[src/fbo_pkg.sv]
/*
 * Shared constants and state codes for the parallel flash bus host.
 * Assumes a 125 MHz core clock; all times are converted to whole cycles here.
 */
`default_nettype none
package fbo_pkg;

	// ****************************************
	// Clock and counter widths
	// ****************************************
	localparam int CLK_PERIOD_NS = 8;
	localparam int CNT_W = 8;
	localparam int BYTE_W = 8;

	// ****************************************
	// Pin timing, least times rounded up
	// ****************************************
	localparam int PD_MIN_NS = 100;
	localparam int WAKE_TO_READ_DELAY_NS = 600;
	localparam int WAKE_TO_WRITE_DELAY_NS = 1000;
	localparam int RD_ACCESS_NS = 100;
	localparam int WE_PULSE_NS = 50;
	localparam int BUS_GAP_NS = 30;

	localparam int PD_MIN_CYC = (PD_MIN_NS + CLK_PERIOD_NS - 1) / CLK_PERIOD_NS;
	localparam int WAKE_RD_CYC = (WAKE_TO_READ_DELAY_NS + CLK_PERIOD_NS - 1) / CLK_PERIOD_NS;
	localparam int WAKE_WR_CYC = (WAKE_TO_WRITE_DELAY_NS + CLK_PERIOD_NS - 1) / CLK_PERIOD_NS;
	localparam int RD_CYC = (RD_ACCESS_NS + CLK_PERIOD_NS - 1) / CLK_PERIOD_NS;
	localparam int WE_CYC = (WE_PULSE_NS + CLK_PERIOD_NS - 1) / CLK_PERIOD_NS;
	localparam int GAP_CYC = (BUS_GAP_NS + CLK_PERIOD_NS - 1) / CLK_PERIOD_NS;

	localparam logic [CNT_W-1:0] PD_MIN_CNT = CNT_W'(PD_MIN_CYC);
	localparam logic [CNT_W-1:0] WAKE_RD_CNT = CNT_W'(WAKE_RD_CYC);
	localparam logic [CNT_W-1:0] WAKE_WR_CNT = CNT_W'(WAKE_WR_CYC);
	localparam logic [CNT_W-1:0] RD_CNT = CNT_W'(RD_CYC);
	localparam logic [CNT_W-1:0] WE_CNT = CNT_W'(WE_CYC);
	localparam logic [CNT_W-1:0] GAP_CNT = CNT_W'(GAP_CYC);

	// ****************************************
	// Sequencer states
	// ****************************************
	typedef enum logic [5:0] {
		ST_PD = 6'h01,
		ST_IDLE = 6'h02,
		ST_RD = 6'h04,
		ST_WR = 6'h08,
		ST_WR_REL = 6'h10,
		ST_GAP = 6'h20
	} fbo_state_t;

endpackage
`default_nettype wire

[src/fbo_host.sv]
/*
 * Host controller for an asynchronous parallel flash bus: read and command write cycles,
 * deep power-down and wake-up pacing, byte or word width.
 * Assumes fbo_pkg and fbo_sync are compiled first; the flash data and busy pins are
 * joined to a wire by the surroundings, the busy pin pulled up.
 */
// What this block does
// - Reset/power-down is held high during every read cycle.
// - User writes the read-mode command before reading.
// - Data lines driven by host only while output enable is high.
// - Reset/power-down low enters power-down; held low at least 100 ns.
// - Wait wake-to-read before reads and wake-to-write before command writes.
// - System reset drives reset/power-down low.
// - User supplies the right address for erase, program and lock commands.
`timescale 1ns/1ps
`default_nettype none
module fbo_host #(
	parameter int ADDR_W = 21,
	parameter int DATA_W = 16
) (
	input wire logic core_clk_i,
	input wire logic reset_i,
	input wire logic clk_en_i,
	input wire logic req_valid_i,
	input wire logic req_write_i,
	input wire logic [ADDR_W-1:0] req_addr_i,
	input wire logic [DATA_W-1:0] req_wdata_i,
	output logic req_ready_o,
	output logic rsp_valid_o,
	output logic [DATA_W-1:0] rsp_rdata_o,
	input wire logic pwrdown_i,
	input wire logic byte_mode_i,
	output logic busy_o,
	output logic [ADDR_W-1:0] flash_addr_o,
	output logic [DATA_W-1:0] data_lines_o,
	output logic data_lines_oe_o,
	input wire logic [DATA_W-1:0] data_lines_i,
	output logic chip_select_a_n_o,
	output logic chip_select_b_n_o,
	output logic out_en_n_o,
	output logic write_en_n_o,
	output logic reset_powerdown_n_o,
	output logic byte_n_o,
	input wire logic ready_busy_out_i
);

	typedef struct packed {
		fbo_pkg::fbo_state_t st;
		logic [fbo_pkg::CNT_W-1:0] cnt;
		logic [fbo_pkg::CNT_W-1:0] wake;
		logic cs_n;
		logic oe_n;
		logic we_n;
		logic rp_n;
		logic dq_oe;
		logic byte_n;
		logic [ADDR_W-1:0] addr;
		logic [DATA_W-1:0] dq;
		logic [DATA_W-1:0] rdata;
		logic rvalid;
	} fbo_host_state_t;

	localparam fbo_host_state_t Q_RST = '{st: fbo_pkg::ST_PD, cs_n: 1'b1, oe_n: 1'b1, we_n: 1'b1,
		byte_n: 1'b1, default: '0};

	fbo_host_state_t q, d;
	logic ready_sync;
	logic rd_ok;
	logic wr_ok;
	logic accept;

	// ****************************************
	// Busy pin input
	// ****************************************
	fbo_sync #(
		.RST_VAL(1'b1)
	) u_busy_sync (
		.core_clk_i(core_clk_i),
		.reset_i(reset_i),
		.clk_en_i(clk_en_i),
		.async_i(ready_busy_out_i),
		.sync_o(ready_sync)
	);

	// Busy pin low while an operation runs; an aborting power-down releases it as soon as it starts.
	assign busy_o = ~ready_sync;

	// ****************************************
	// Request handshake
	// ****************************************
	assign rd_ok = q.wake >= fbo_pkg::WAKE_RD_CNT;
	assign wr_ok = q.wake >= fbo_pkg::WAKE_WR_CNT;
	assign req_ready_o = (q.st == fbo_pkg::ST_IDLE) && !pwrdown_i && (req_write_i ? wr_ok : rd_ok);
	assign accept = req_valid_i && req_ready_o;

	// ****************************************
	// Bus cycle sequencer
	// ****************************************
	always_comb begin
		d = q;
		d.rvalid = 1'b0;
		case (q.st)
			fbo_pkg::ST_PD: begin
				d.rp_n = 1'b0;
				d.cs_n = 1'b1;
				d.oe_n = 1'b1;
				d.we_n = 1'b1;
				d.dq_oe = 1'b0;
				if (q.cnt < fbo_pkg::PD_MIN_CNT - fbo_pkg::CNT_W'(1)) begin
					d.cnt = q.cnt + fbo_pkg::CNT_W'(1);
				end else if (!pwrdown_i) begin
					// Flash comes back in read-array mode; wake timers start here.
					d.rp_n = 1'b1;
					d.wake = '0;
					d.st = fbo_pkg::ST_IDLE;
				end
			end
			fbo_pkg::ST_IDLE: begin
				d.byte_n = ~byte_mode_i;
				if (q.wake != fbo_pkg::WAKE_WR_CNT) begin
					d.wake = q.wake + fbo_pkg::CNT_W'(1);
				end
				if (pwrdown_i) begin
					d.rp_n = 1'b0;
					d.cnt = '0;
					d.st = fbo_pkg::ST_PD;
				end else if (accept) begin
					d.addr = req_addr_i;
					d.cs_n = 1'b0;
					d.cnt = '0;
					if (req_write_i) begin
						d.we_n = 1'b0;
						d.dq = req_wdata_i;
						d.dq_oe = 1'b1;
						d.st = fbo_pkg::ST_WR;
					end else begin
						d.oe_n = 1'b0;
						d.st = fbo_pkg::ST_RD;
					end
				end
			end
			fbo_pkg::ST_RD: begin
				d.cnt = q.cnt + fbo_pkg::CNT_W'(1);
				if (q.cnt == fbo_pkg::RD_CNT - fbo_pkg::CNT_W'(1)) begin
					// Pins are stable after the access time, so a direct sample is safe.
					if (q.byte_n) begin
						d.rdata = data_lines_i;
					end else begin
						d.rdata = {{(DATA_W-fbo_pkg::BYTE_W){1'b0}}, data_lines_i[fbo_pkg::BYTE_W-1:0]};
					end
					d.rvalid = 1'b1;
					d.oe_n = 1'b1;
					d.cs_n = 1'b1;
					d.cnt = '0;
					d.st = fbo_pkg::ST_GAP;
				end
			end
			fbo_pkg::ST_WR: begin
				d.cnt = q.cnt + fbo_pkg::CNT_W'(1);
				if (q.cnt == fbo_pkg::WE_CNT - fbo_pkg::CNT_W'(1)) begin
					// Write strobe rises first so it alone marks the latch point.
					d.we_n = 1'b1;
					d.st = fbo_pkg::ST_WR_REL;
				end
			end
			fbo_pkg::ST_WR_REL: begin
				d.cs_n = 1'b1;
				d.dq_oe = 1'b0;
				d.cnt = '0;
				d.st = fbo_pkg::ST_GAP;
			end
			fbo_pkg::ST_GAP: begin
				d.cnt = q.cnt + fbo_pkg::CNT_W'(1);
				if (q.cnt == fbo_pkg::GAP_CNT - fbo_pkg::CNT_W'(1)) begin
					d.st = fbo_pkg::ST_IDLE;
				end
			end
			default: begin
				d = Q_RST;
			end
		endcase
	end

	// System reset also holds the flash in power-down.
	always_ff @(posedge core_clk_i) begin
		if (reset_i) begin
			q <= Q_RST;
		end else if (clk_en_i) begin
			q <= d;
		end
	end

	// ****************************************
	// Outputs
	// ****************************************
	assign rsp_valid_o = q.rvalid && clk_en_i;
	assign rsp_rdata_o = q.rdata;
	assign flash_addr_o = q.addr;
	assign data_lines_o = q.dq;
	assign data_lines_oe_o = q.dq_oe;
	assign chip_select_a_n_o = q.cs_n;
	assign chip_select_b_n_o = q.cs_n;
	assign out_en_n_o = q.oe_n;
	assign write_en_n_o = q.we_n;
	assign reset_powerdown_n_o = q.rp_n;
	assign byte_n_o = q.byte_n;

	// ****************************************
	// Assertions
	// ****************************************
	logic [fbo_pkg::CNT_W-1:0] pd_len_q;

	always_ff @(posedge core_clk_i) begin
		if (reset_i || reset_powerdown_n_o) begin
			pd_len_q <= '0;
		end else if (clk_en_i && pd_len_q != '1) begin
			pd_len_q <= pd_len_q + fbo_pkg::CNT_W'(1);
		end
	end

	AST_NO_OE_WE: assert property (@(posedge core_clk_i) disable iff (reset_i)
		!(!out_en_n_o && !write_en_n_o)) else $error("Output and write enable both low.");
	AST_DQ_ONLY_OE_HIGH: assert property (@(posedge core_clk_i) disable iff (reset_i)
		data_lines_oe_o |-> out_en_n_o && !chip_select_a_n_o) else $error("Host drives data while flash may.");
	AST_PD_DESELECT: assert property (@(posedge core_clk_i) disable iff (reset_i)
		!reset_powerdown_n_o |-> chip_select_a_n_o && out_en_n_o && !data_lines_oe_o) else $error("Bus active in power-down.");
	AST_PD_MIN: assert property (@(posedge core_clk_i) disable iff (reset_i)
		$rose(reset_powerdown_n_o) |-> pd_len_q >= fbo_pkg::PD_MIN_CNT) else $error("Power-down pulse too short.");
	AST_WAKE_READ: assert property (@(posedge core_clk_i) disable iff (reset_i)
		$fell(out_en_n_o) |-> q.wake >= fbo_pkg::WAKE_RD_CNT && reset_powerdown_n_o) else $error("Read before wake-up time.");
	AST_WAKE_WRITE: assert property (@(posedge core_clk_i) disable iff (reset_i)
		$fell(write_en_n_o) |-> q.wake >= fbo_pkg::WAKE_WR_CNT) else $error("Write before recovery time.");
	AST_WE_FIRST: assert property (@(posedge core_clk_i) disable iff (reset_i)
		$rose(write_en_n_o) |-> !chip_select_a_n_o ##1 chip_select_a_n_o || !clk_en_i) else $error("Chip select rose before write strobe.");
	AST_BYTE_DATA: assert property (@(posedge core_clk_i) disable iff (reset_i)
		rsp_valid_o && !byte_n_o |-> rsp_rdata_o[DATA_W-1:fbo_pkg::BYTE_W] == '0) else $error("Upper byte set in byte mode.");

	COV_READ: cover property (@(posedge core_clk_i) disable iff (reset_i) rsp_valid_o);
	COV_WRITE: cover property (@(posedge core_clk_i) disable iff (reset_i) $rose(write_en_n_o));
	COV_WAKE: cover property (@(posedge core_clk_i) disable iff (reset_i) $rose(reset_powerdown_n_o));
	COV_BUSY: cover property (@(posedge core_clk_i) disable iff (reset_i) $rose(busy_o));

endmodule
`default_nettype wire

[src/fbo_sync.sv]
/*
 * Three-stage synchroniser with agreement filter for one pin input.
 * Assumes the input is asynchronous to core_clk_i.
 */
`timescale 1ns/1ps
`default_nettype none
module fbo_sync #(
	parameter logic RST_VAL = 1'b1
) (
	input wire logic core_clk_i,
	input wire logic reset_i,
	input wire logic clk_en_i,
	input wire logic async_i,
	output logic sync_o
);

	typedef struct packed {
		logic s1;
		logic s2;
		logic s3;
		logic val;
	} fbo_sync_state_t;

	fbo_sync_state_t q, d;

	// ****************************************
	// Next state
	// ****************************************
	always_comb begin
		d = q;
		d.s1 = async_i;
		d.s2 = q.s1;
		d.s3 = q.s2;
		// A change counts once the second and third stages agree.
		if (q.s2 == q.s3) begin
			d.val = q.s3;
		end
	end

	always_ff @(posedge core_clk_i) begin
		if (reset_i) begin
			q <= '{s1: RST_VAL, s2: RST_VAL, s3: RST_VAL, val: RST_VAL};
		end else if (clk_en_i) begin
			q <= d;
		end
	end

	assign sync_o = q.val;

endmodule
`default_nettype wire

[config.mk]
export PLATFORM = sky130hd
export DESIGN_NAME = fbo_host
export DESIGN_NICKNAME = d
export VERILOG_FILES = /design/src/fbo_pkg.sv /design/src/fbo_host.sv /design/src/fbo_sync.sv
export SDC_FILE = /design/constraint.sdc
export NUM_CORES = 1
export LEC_CHECK = 0
export BUFFER_PORTS_ARGS = -buffer_cell sky130_fd_sc_hd__buf_2
export CORE_MARGIN = 2
export CORE_UTILIZATION = 47
export CTS_CLUSTER_SIZE = 10
export DETAILED_ROUTE_END_ITERATION = 6
export GPL_ROUTABILITY_DRIVEN = 0
export PLACE_DENSITY = 0.77
export SYNTH_ARGS = -nofsm -noshare
export SYNTH_HDL_FRONTEND = slang
export SYNTH_SLANG_ARGS = --single-unit
export TNS_END_PERCENT = 20
[constraint.sdc]
create_clock -name core_clk_i -period 2.5 [get_ports core_clk_i]
set_clock_uncertainty 0.15 [all_clocks]
set_input_delay 0.25 -clock core_clk_i [delete_from_list [all_inputs] [get_ports core_clk_i]]
set_output_delay 0.25 -clock core_clk_i [all_outputs]
set_load 0.1 [all_outputs]
==> results.sh, run 1 <==
export IMPL_placed_cells=675
export IMPL_grt_pass1_vias=3848
export IMPL_drc=0
export IMPL_cp_top_family="buffers and inverters"
export IMPL_timing_critical_path_from_type="flip-flop"
export IMPL_drv_slew=0
export IMPL_yosysTopAreaCell="dfxtp_1"
export IMPL_r2r_slack_ns=0.14
export IMPL_die_w_um=101
export IMPL_die_area_um2=10200
export IMPL_drtIter0Drc=199
export IMPL_diodes=0
export IMPL_end_kind="primary output"
export IMPL_h_tree_depth=3
export IMPL_start_util=0.481
export IMPL_hold_violations=0
export IMPL_grt_max_degree=33
export IMPL_worstSetupPathType="flip-flop to primary output"
export IMPL_crit_path_max_incr_delay_ns=0.35
export IMPL_path_buf_inv=3
export IMPL_dieHeight_um=101
export IMPL_final_cell_area_um2=5540
export IMPL_r2r_worst_path_cells=7
export IMPL_maxCapViolCount=0
export IMPL_finalNonFillerCells=746
export IMPL_drive_above_1_share=0.293
export IMPL_tritoncts="built"
export IMPL_setup_viol=0
export IMPL_numCtsBuffers=9
export IMPL_ant_nets=0
export IMPL_cts_sinks=86
export IMPL_synth_area_top_cells="dfxtp_1 39%, buf_4 9.7%, a21oi_1 5.5%, nand2_1 3.2%, a22o_1 3.2%"
export IMPL_layout_min_cycle_time_ns=2.40
export IMPL_syn_cell_area_um2=4400
export IMPL_placed_area_um2=4760
export IMPL_synth_seq_cells=86
export IMPL_syn_inst=504
export IMPL_syn_area_per_cell_um2=8.73
export IMPL_dp_hpwl_um=7090
export IMPL_grt_first_pass_wirelength_um=17400
export IMPL_multi_input_area_um2=2100
export IMPL_max_freq_ghz=0.417
export IMPL_synth_nets=571
export IMPL_p_leak_nw=2.33
export IMPL_worstSetupStartpoint="q[61]"
export IMPL_postSynth_asyncResetShare=0
export IMPL_crit_end="req_ready_o"
export IMPL_period_share=0.958
export IMPL_ios=124
export IMPL_relSlewSlack=0.663
export IMPL_grt_overflow_total=0
export IMPL_routed_wl_um=10900
export IMPL_critPathSlowestCell="dfxtp_1"
export IMPL_worstPathCellList="inv_1, ha_1, nand2b_1, a21bo_2, a31oi_2, buf_4, nor3_4, buf_12"
export IMPL_cts_root_buffer="clkbuf_8"
export IMPL_reg2reg_to="out_en_n_o"
export IMPL_cellPowerDensity_nw_per_um2=553
export IMPL_cp_max_fo=5
export IMPL_seq_area_frac_synth=0.391
export IMPL_row_count=35
export IMPL_clk_pin_slew_ns=0.08
export IMPL_synthToLayoutAreaGrowth_pct=26.0
export IMPL_seqCellArea_um2=1720
export IMPL_critPathArrivalTime_ns=2.00
export IMPL_routedWlPerCell_um=14.7
export IMPL_yosys_cell_types_count=72
export IMPL_viasPerCell=5.44
export IMPL_grt_util_all_layers=0.211
export IMPL_ys_flop_type="dfxtp_1"
export IMPL_yosysWarnings=0
export IMPL_via_count=4059
export IMPL_synth_edf_count=0
export IMPL_core_area_um2=9150
export IMPL_cts_max_path_buffers=2
export IMPL_critPathRequiredTime_ns=2.10
export IMPL_fillerInstances=764
export IMPL_synth_top_area_share=0.391
export IMPL_max_slew_worst_pin_slew_ns=0.509
export IMPL_dr_pass1_iters=5
export IMPL_min_path_type="input pin to flip-flop"
export IMPL_status="finished, final reports clean"
export IMPL_antenna_found_initial=0
export IMPL_clock_latency_ns=0.35
export IMPL_cp_num_cells=8
export IMPL_reg2reg_from="q[72]"
export IMPL_port_buffers=123
export IMPL_ir_worst_vdd_v=0.000360
export IMPL_final_nets=697
[where the power goes]
part	internal, mW	leakage (nW)	total (mW)	switching, mW
Clock	0.494	0.0987	0.994	0.500
Sequential	1.39	0.694	1.44	0.0482
Combinational	0.290	1.54	0.627	0.337
[state kept, by name, indices dropped and copies added (netlist names), 2 cells and up]
| name | flops |
|---|---|
| rsp_rdata_o | 16 |
| flash_addr_o | 21 |
| u_busy_sync.d | 2 |
| data_lines_o | 16 |
| q | 23 |
[through the flow]
step	TNS (ns)	util	power (mW)	worst slack [ns]	hold slack, ns
after floorplan	0	-	1.85	0.102	0.226
after global placement	0	0.520	2.00	0.0669	0.296
after detailed placement	-0.519	0.520	2.01	-0.0521	0.303
after CTS	0	0.602	3.08	0.0321	0.0412
after global routing	-0.000129	0.606	3.21	-0.000129	0.0534
final	0	0.606	3.06	0.104	0.0578
[cells in the final DEF, fill, tap and decap left out, drive strengths merged, types with 10 or more instances in the layout]
cell,count
a21oi,49
nor3,12
buf,143
nor2,29
nand2,40
nand2b,22
o21ai,33
nand3,27
a22o,16
dlygate4sd3,54
clkbuf,10
dfxtp,86
[metal layers]
metal  vias to the layer above  routed length [um]  GRT usage
met3                        22                 660     0.0534
met2                       160                5470      0.367
li1                       1975                   -          -
met1                      1902                4570      0.248
met5                         -                   0          0
met4                         0                 230     0.0864
[cell families (layout without fill, tap and decap cells)]
group	Yosys count	in the layout	synth area share
adders and majority gates	6	6	0.0171
and+or+nand+nor	174	174	0.223
buffers and inverters	90	221	0.140
AOI/OAI and AO/OA	130	130	0.191
muxes	9	9	0.0205
xor gates and xnor gates	9	9	0.0179
DFF	86	86	0.391
[cells in the mapped netlist (all sizes together) (3+ instances only)]
library cell  count
dfxtp            86
buf              68
a21oi            49
nand2            40
o21ai            33
nor2             29
nand3            27
nand2b           22
a22o             16
clkbuf           14
nor3             12
mux2i             9
inv               8
xor2              7
and2              6
ha                6
nand4             6
a311oi            4
a31oi             4
and3              4
nor4              4
nand4b            3
nor2b             3
or3               3
[worst register-to-register path: cells and delay by family, from the launching register on]
family,cells,cell delay (ns)
AND/OR/NAND/NOR,4,1.20
AO/OA/AOI/OAI,2,0.37
flip-flops,1,0.36
buffers and inverters,1,0.19
[area by class of cell]
| cell class | instances | area share |
|---|---|---|
| Tap cell | 111 | 0.0251 |
| Inverter | 8 | 0.00542 |
| Clock inverter | 6 | 0.0129 |
| Multi-Input combinational cell | 328 | 0.379 |
| Sequential cell | 86 | 0.311 |
| Clock buffer | 10 | 0.0248 |
| Timing Repair Buffer | 197 | 0.242 |
[worst min-delay path by stage]
stage | start | endpoint | slack (ns) | cells after the start
after floorplan | req_wdata_i[10] | data_lines_o[10] | 0.23 | 1
after global placement | q[75] | q[75] | 0.30 | 2
after global routing | byte_mode_i | byte_n_o | 0.05 | 4
final | byte_mode_i | byte_n_o | 0.06 | 4
after CTS | byte_mode_i | byte_n_o | 0.04 | 4
after detailed placement | out_en_n_o | out_en_n_o | 0.30 | 1
[repair_timing]
action / 4_1_cts / 5_1_grt
gates resized for setup: 1 / 7
endpoints found under the setup margin: 16 / 27
hold endpoints to repair: 54 / 0
pin swaps: 0 / 1
hold buffers: 54 / 0
buffers inserted: 0 / 1
cloned: 0 / 0
(Power assumes the default switching activity.)
==> run 2, diff against run 1 <==
--- a/config.mk
+++ b/config.mk
@@ -12,6 +12,7 @@
 export DETAILED_ROUTE_END_ITERATION = 6
 export GPL_ROUTABILITY_DRIVEN = 0
 export PLACE_DENSITY = 0.77
+export RECOVER_POWER = 100
 export SYNTH_ARGS = -nofsm -noshare
 export SYNTH_HDL_FRONTEND = slang
 export SYNTH_SLANG_ARGS = --single-unit
==> results.sh, run 2 (synthesis results as in run 1) <==
export IMPL_grt_util_all_layers=0.211
export IMPL_drtIter0Drc=218
export IMPL_routed_wl_um=11000
export IMPL_synthToLayoutAreaGrowth_pct=23.8
export IMPL_timing_final_ws_setup_ns=0.101
export IMPL_cts_root_buffer="clkbuf_8"
export IMPL_numCtsBuffers=9
export IMPL_hold_violations=0
export IMPL_dieHeight_um=101
export IMPL_drv_slew=0
export IMPL_p_leak_nw=2.06
export IMPL_met1Wirelength_um=4590
export IMPL_die_w_um=101
export IMPL_start_util=0.481
export IMPL_clock_latency_ns=0.35
export IMPL_final_cell_mix="84 x dfxtp_1, 65 x clkbuf_1, 61 x buf_2, 54 x dlygate4sd3_1, 48 x a21oi_1"
export IMPL_tritoncts="built"
export IMPL_port_buffers=123
export IMPL_cts_sinks=86
export IMPL_cp_max_fo=5
export IMPL_layout_min_cycle_time_ns=2.40
export IMPL_dr_pass1_iters=4
export IMPL_fillerInstances=809
export IMPL_routedWlPerCell_um=14.7
export IMPL_ios=124
export IMPL_cts_max_path_buffers=2
export IMPL_grt_pass1_vias=3848
export IMPL_grt_overflow_total=0
export IMPL_layout_commonest_cell="dfxtp_1"
export IMPL_end_kind="primary output"
export IMPL_relSlewSlack=0.197
export IMPL_met2_wirelength_um=5520
export IMPL_finalNonFillerCells=746
export IMPL_worstSetupPathType="flip-flop to primary output"
export IMPL_die_area_um2=10200
export IMPL_largest_register_ffs=23
export IMPL_critPathRequiredTime_ns=2.10
export IMPL_row_count=35
export IMPL_grt_max_degree=33
export IMPL_critPathArrivalTime_ns=2.00
export IMPL_drc=0
export IMPL_placed_cells=675
export IMPL_grt_first_pass_wirelength_um=17400
export IMPL_min_path_type="input pin to flip-flop"
export IMPL_drive_above_1_share=0.189
export IMPL_diodes=0
export IMPL_h_tree_depth=3
export IMPL_setup_viol=0
export IMPL_fin_util=0.595
export IMPL_critPathSlowestCell="dfxtp_1"
export IMPL_ant_nets=0
export IMPL_met3WireLength_um=620
export IMPL_ir_worst_vdd_v=0.000361
export IMPL_via_count=4048
export IMPL_clk_pin_slew_ns=0.08
export IMPL_max_slew_worst_pin_slew_ns=1.21
export IMPL_final_nets=697
export IMPL_core_area_um2=9150
export IMPL_regMostFlops="q"
export IMPL_worstPathCellList="inv_1, ha_1, nand2b_1, a21bo_2, a31oi_2, buf_4, nor3_4, buf_12"
export IMPL_antenna_found_initial=0
export IMPL_maxCapViolCount=0
export IMPL_status="finished, final reports clean"
export IMPL_finalPower_mw=3.06
export IMPL_period_share=0.960
export IMPL_viasPerCell=5.43
export IMPL_timing_critical_path_from_type="flip-flop"
export IMPL_max_freq_ghz=0.417
export IMPL_crit_path_max_incr_delay_ns=0.35
export IMPL_cellPowerDensity_nw_per_um2=562
export IMPL_top_layer="met4"
export IMPL_dp_hpwl_um=7090
export IMPL_pre_cts_slack_ns=-0.0521
## run 2: changes by cell type in the layout (fill, tap and decap cells not counted)
cell and change:
o21ai_0 +1, or2_1 -1, clkbuf_1 +65, buf_4 -4, o21ai_1 -1, nor3_2 -1, nor3_1 +1, or2_0 +1
buf_2 -61
## run 2: area by class of cell
cell class | count | area [um2] | share of cell area
Tap cell | 111 | 139 | 0.0255
Sequential cell | 86 | 1720 | 0.317
Inverter | 8 | 30.0 | 0.00551
Multi-Input combinational cell | 328 | 2090 | 0.385
Timing Repair Buffer | 197 | 1250 | 0.229
Clock inverter | 6 | 71.3 | 0.0131
Clock buffer | 10 | 138 | 0.0253
## run 2: per-layer routing
metal  global-route usage  vias up
met5                    0        -
met4               0.0864        0
met3               0.0534       24
met2                0.367      150
met1                0.248     1902
li1                     -     1972
## run 2: per-stage QoR
stage / instance area, um2 / setup TNS [ns] / hold slack, ns
floorplan: 4410 / 0 / 0.226
global placement: 4760 / 0 / 0.296
detailed placement: 4760 / -0.519 / 0.303
CTS: 5510 / 0 / 0.0412
global route: 5450 / -0.000128 / 0.0534
finish: 5450 / 0 / 0.0589
## run 2: power breakdown
part | total (mW) | internal [mW] | switching [mW] | leakage (nW)
Sequential | 1.44 | 1.39 | 0.0486 | 0.694
Clock | 0.993 | 0.494 | 0.499 | 0.0987
Combinational | 0.624 | 0.287 | 0.337 | 1.27
Total | 3.06 | 2.17 | 0.885 | 2.06
## run 2: path summary, 6_finish.rpt
kind / startpoint / to / slack [ns] / cells after the start
hold / removal: byte_mode_i / byte_n_o / 0.06 / 4
setup / recovery: q[61] / req_ready_o / 0.10 / 8
hold reg to reg: rsp_rdata_o[8] / rsp_rdata_o[8] / 0.32 / 2
setup reg to reg: q[72] / q[75] / 0.13 / 6
## run 2: critical path, delay by kind of cell (launching register included)
kind,cells,cell delay [ns]
AOI/OAI and AO/OA,2,0.44
adders and majority gates,1,0.21
buffers and inverters,3,0.44
DFF,1,0.35
and+or+nand+nor,2,0.20
## run 2: timing repair
| item | CTS | global route |
|---|---|---|
| resized for setup | 1 | 7 |
| hold buffers | 54 | 0 |
| setup buffers | 0 | 1 |
| setup endpoints to repair | 16 | 27 |
| endpoints found under the hold margin | 54 | 0 |
| pin swaps | 0 | 1 |
==> run 3, diff against run 2 <==
--- a/config.mk
+++ b/config.mk
@@ -6,7 +6,6 @@
 export NUM_CORES = 1
 export LEC_CHECK = 0
 export BUFFER_PORTS_ARGS = -buffer_cell sky130_fd_sc_hd__buf_2
-export CORE_MARGIN = 2
 export CORE_UTILIZATION = 47
 export CTS_CLUSTER_SIZE = 10
 export DETAILED_ROUTE_END_ITERATION = 6
==> results.sh, run 3 (synthesis results as in run 1) <==
export IMPL_setup_viol=0
export IMPL_port_buffers=123
export IMPL_row_count=34
export IMPL_final_cell_mix="86 x dfxtp_1, 64 x clkbuf_1, 60 x buf_2, 48 x a21oi_1, 45 x dlygate4sd3_1"
export IMPL_numCtsBuffers=9
export IMPL_clock_latency_ns=0.34
export IMPL_end_kind="flip-flop"
export IMPL_core_area_um2=8890
export IMPL_start_util=0.495
export IMPL_cellPowerDensity_nw_per_um2=561
export IMPL_pwr_share_comb=0.208
export IMPL_grt_busiest_layer="met2"
export IMPL_cts_sinks=86
export IMPL_tritoncts="built"
export IMPL_use_met3=0.0404
export IMPL_grt_first_pass_wirelength_um=17600
export IMPL_critPathRequiredTime_ns=2.60
export IMPL_grt_max_degree=35
export IMPL_grt_util_met2=0.406
export IMPL_cts_root_buffer="clkbuf_8"
export IMPL_die_w_um=98.8
export IMPL_regMostFlops="q"
export IMPL_placed_cells=670
export IMPL_viasPerCell=5.43
export IMPL_p_sw_uw=875
export IMPL_p_leak_nw=2.02
export IMPL_dr_pass1_iters=4
export IMPL_grt_util_all_layers=0.222
export IMPL_drv_slew=0
export IMPL_critPathArrivalTime_ns=2.50
export IMPL_hold_violations=0
export IMPL_layout_commonest_cell="dfxtp_1"
export IMPL_max_slew_worst_pin_slew_ns=1.21
export IMPL_finalNonFillerCells=731
export IMPL_multi_input_area_um2=2130
export IMPL_diodes=0
export IMPL_final_nets=685
export IMPL_r2r_slack_ns=0.11
export IMPL_routed_wl_um=11100
export IMPL_relSlewSlack=0.196
export IMPL_grt_pass1_vias=3743
export IMPL_drtIter0Drc=197
export IMPL_dp_hpwl_um=7210
export IMPL_cp_max_fo=6
export IMPL_tns_ns=0
export IMPL_power_frac_clock=0.313
export IMPL_worstSetupPathType="flip-flop to flip-flop"
export IMPL_largest_register_ffs=23
export IMPL_maxCapViolCount=0
export IMPL_clk_pin_slew_ns=0.08
export IMPL_layout_min_cycle_time_ns=2.39
export IMPL_grt_overflow_total=0
export IMPL_via_count=3966
export IMPL_dieHeight_um=98.8
export IMPL_period_share=0.958
export IMPL_post_cts_buffers=0
export IMPL_status="finished, final reports clean"
export IMPL_min_path_type="input pin to flip-flop"
export IMPL_swShare=0.290
export IMPL_ios=124
export IMPL_ir_worst_vdd_v=0.000309
export IMPL_seqPwrFrac=0.478
export IMPL_drc=0
export IMPL_routedWlPerCell_um=15.1
export IMPL_fillerInstances=795
export IMPL_drive_above_1_share=0.194
export IMPL_ant_nets=0
export IMPL_cts_max_path_buffers=2
export IMPL_internal_power_mw=2.14
export IMPL_seqCellArea_um2=1720
export IMPL_h_tree_depth=3
export IMPL_rsz0062_at_grt="yes"
export IMPL_synthToLayoutAreaGrowth_pct=21.9
export IMPL_die_area_um2=9750
export IMPL_timing_critical_path_from_type="flip-flop"
export IMPL_max_freq_ghz=0.418
export IMPL_antenna_found_initial=0
export IMPL_grt_util_met1=0.258
==> run 3: final cells by class <==
type                            instances  share of cell area
Inverter                                8             0.00560
Sequential cell                        86               0.321
Multi-Input combinational cell        328               0.397
Clock buffer                           11              0.0245
Clock inverter                          5              0.0110
Timing Repair Buffer                  185               0.216
Tap cell                              108              0.0252
==> run 3: power by group through the flow <==
stage               combinational, mW  clock, mW  sequential [mW]
global placement                0.535          0             1.47
finish                          0.627      0.944             1.44
CTS                             0.611      0.976             1.44
global route                    0.681       1.03             1.44
floorplan                       0.404          0             1.44
detailed placement              0.550          0             1.47
==> run 3: final timing paths <==
path | endpoint | startpoint | depth (start not counted)
max | q[81] | q[72] | 7
min | flash_addr_o[3] | req_addr_i[3] | 3
max reg2reg | q[81] | q[72] | 7
min reg2reg | out_en_n_o | out_en_n_o | 1
==> run 3: stage by stage <==
stage	util	power (mW)	cell area (um2)	worst slack (ns)	hold slack (ns)
5_1_grt	0.603	3.16	5370	-0.0286	0.00564
6_report	0.603	3.01	5370	0.105	0.0113
2_1_floorplan	-	1.85	4410	0.102	0.226
3_5_place_dp	0.535	2.02	4750	-0.000769	0.300
4_1_cts	0.607	3.02	5400	0.0438	0.000694
3_3_place_gp	0.535	2.00	4750	0.0817	0.297
==> run 3: timing repair <==
item	4_1_cts	5_1_grt
hold buffers	45	0
endpoints found under the hold margin	45	0
pin swaps	0	1
gates resized for setup	1	8
endpoints found under the setup margin	3	48
==> run 3: routing by layer <==
layer	share of wire	routed length [um]	up-vias
met4	0.018	199	0
met1	0.42	4690	1870
met3	0.047	514	18
met2	0.51	5640	132
li1	-	-	1946
met5	0	0	-
==> run 3: critical path: stages, from the launching register on <==
cell and delay, ns:
dfxtp_1 0.35, or4_4 0.60, nor2_8 0.17, o21ai_4 0.10, nor4_4 0.44, buf_4 0.23, nor2_1 0.04, a311oi_1 0.24
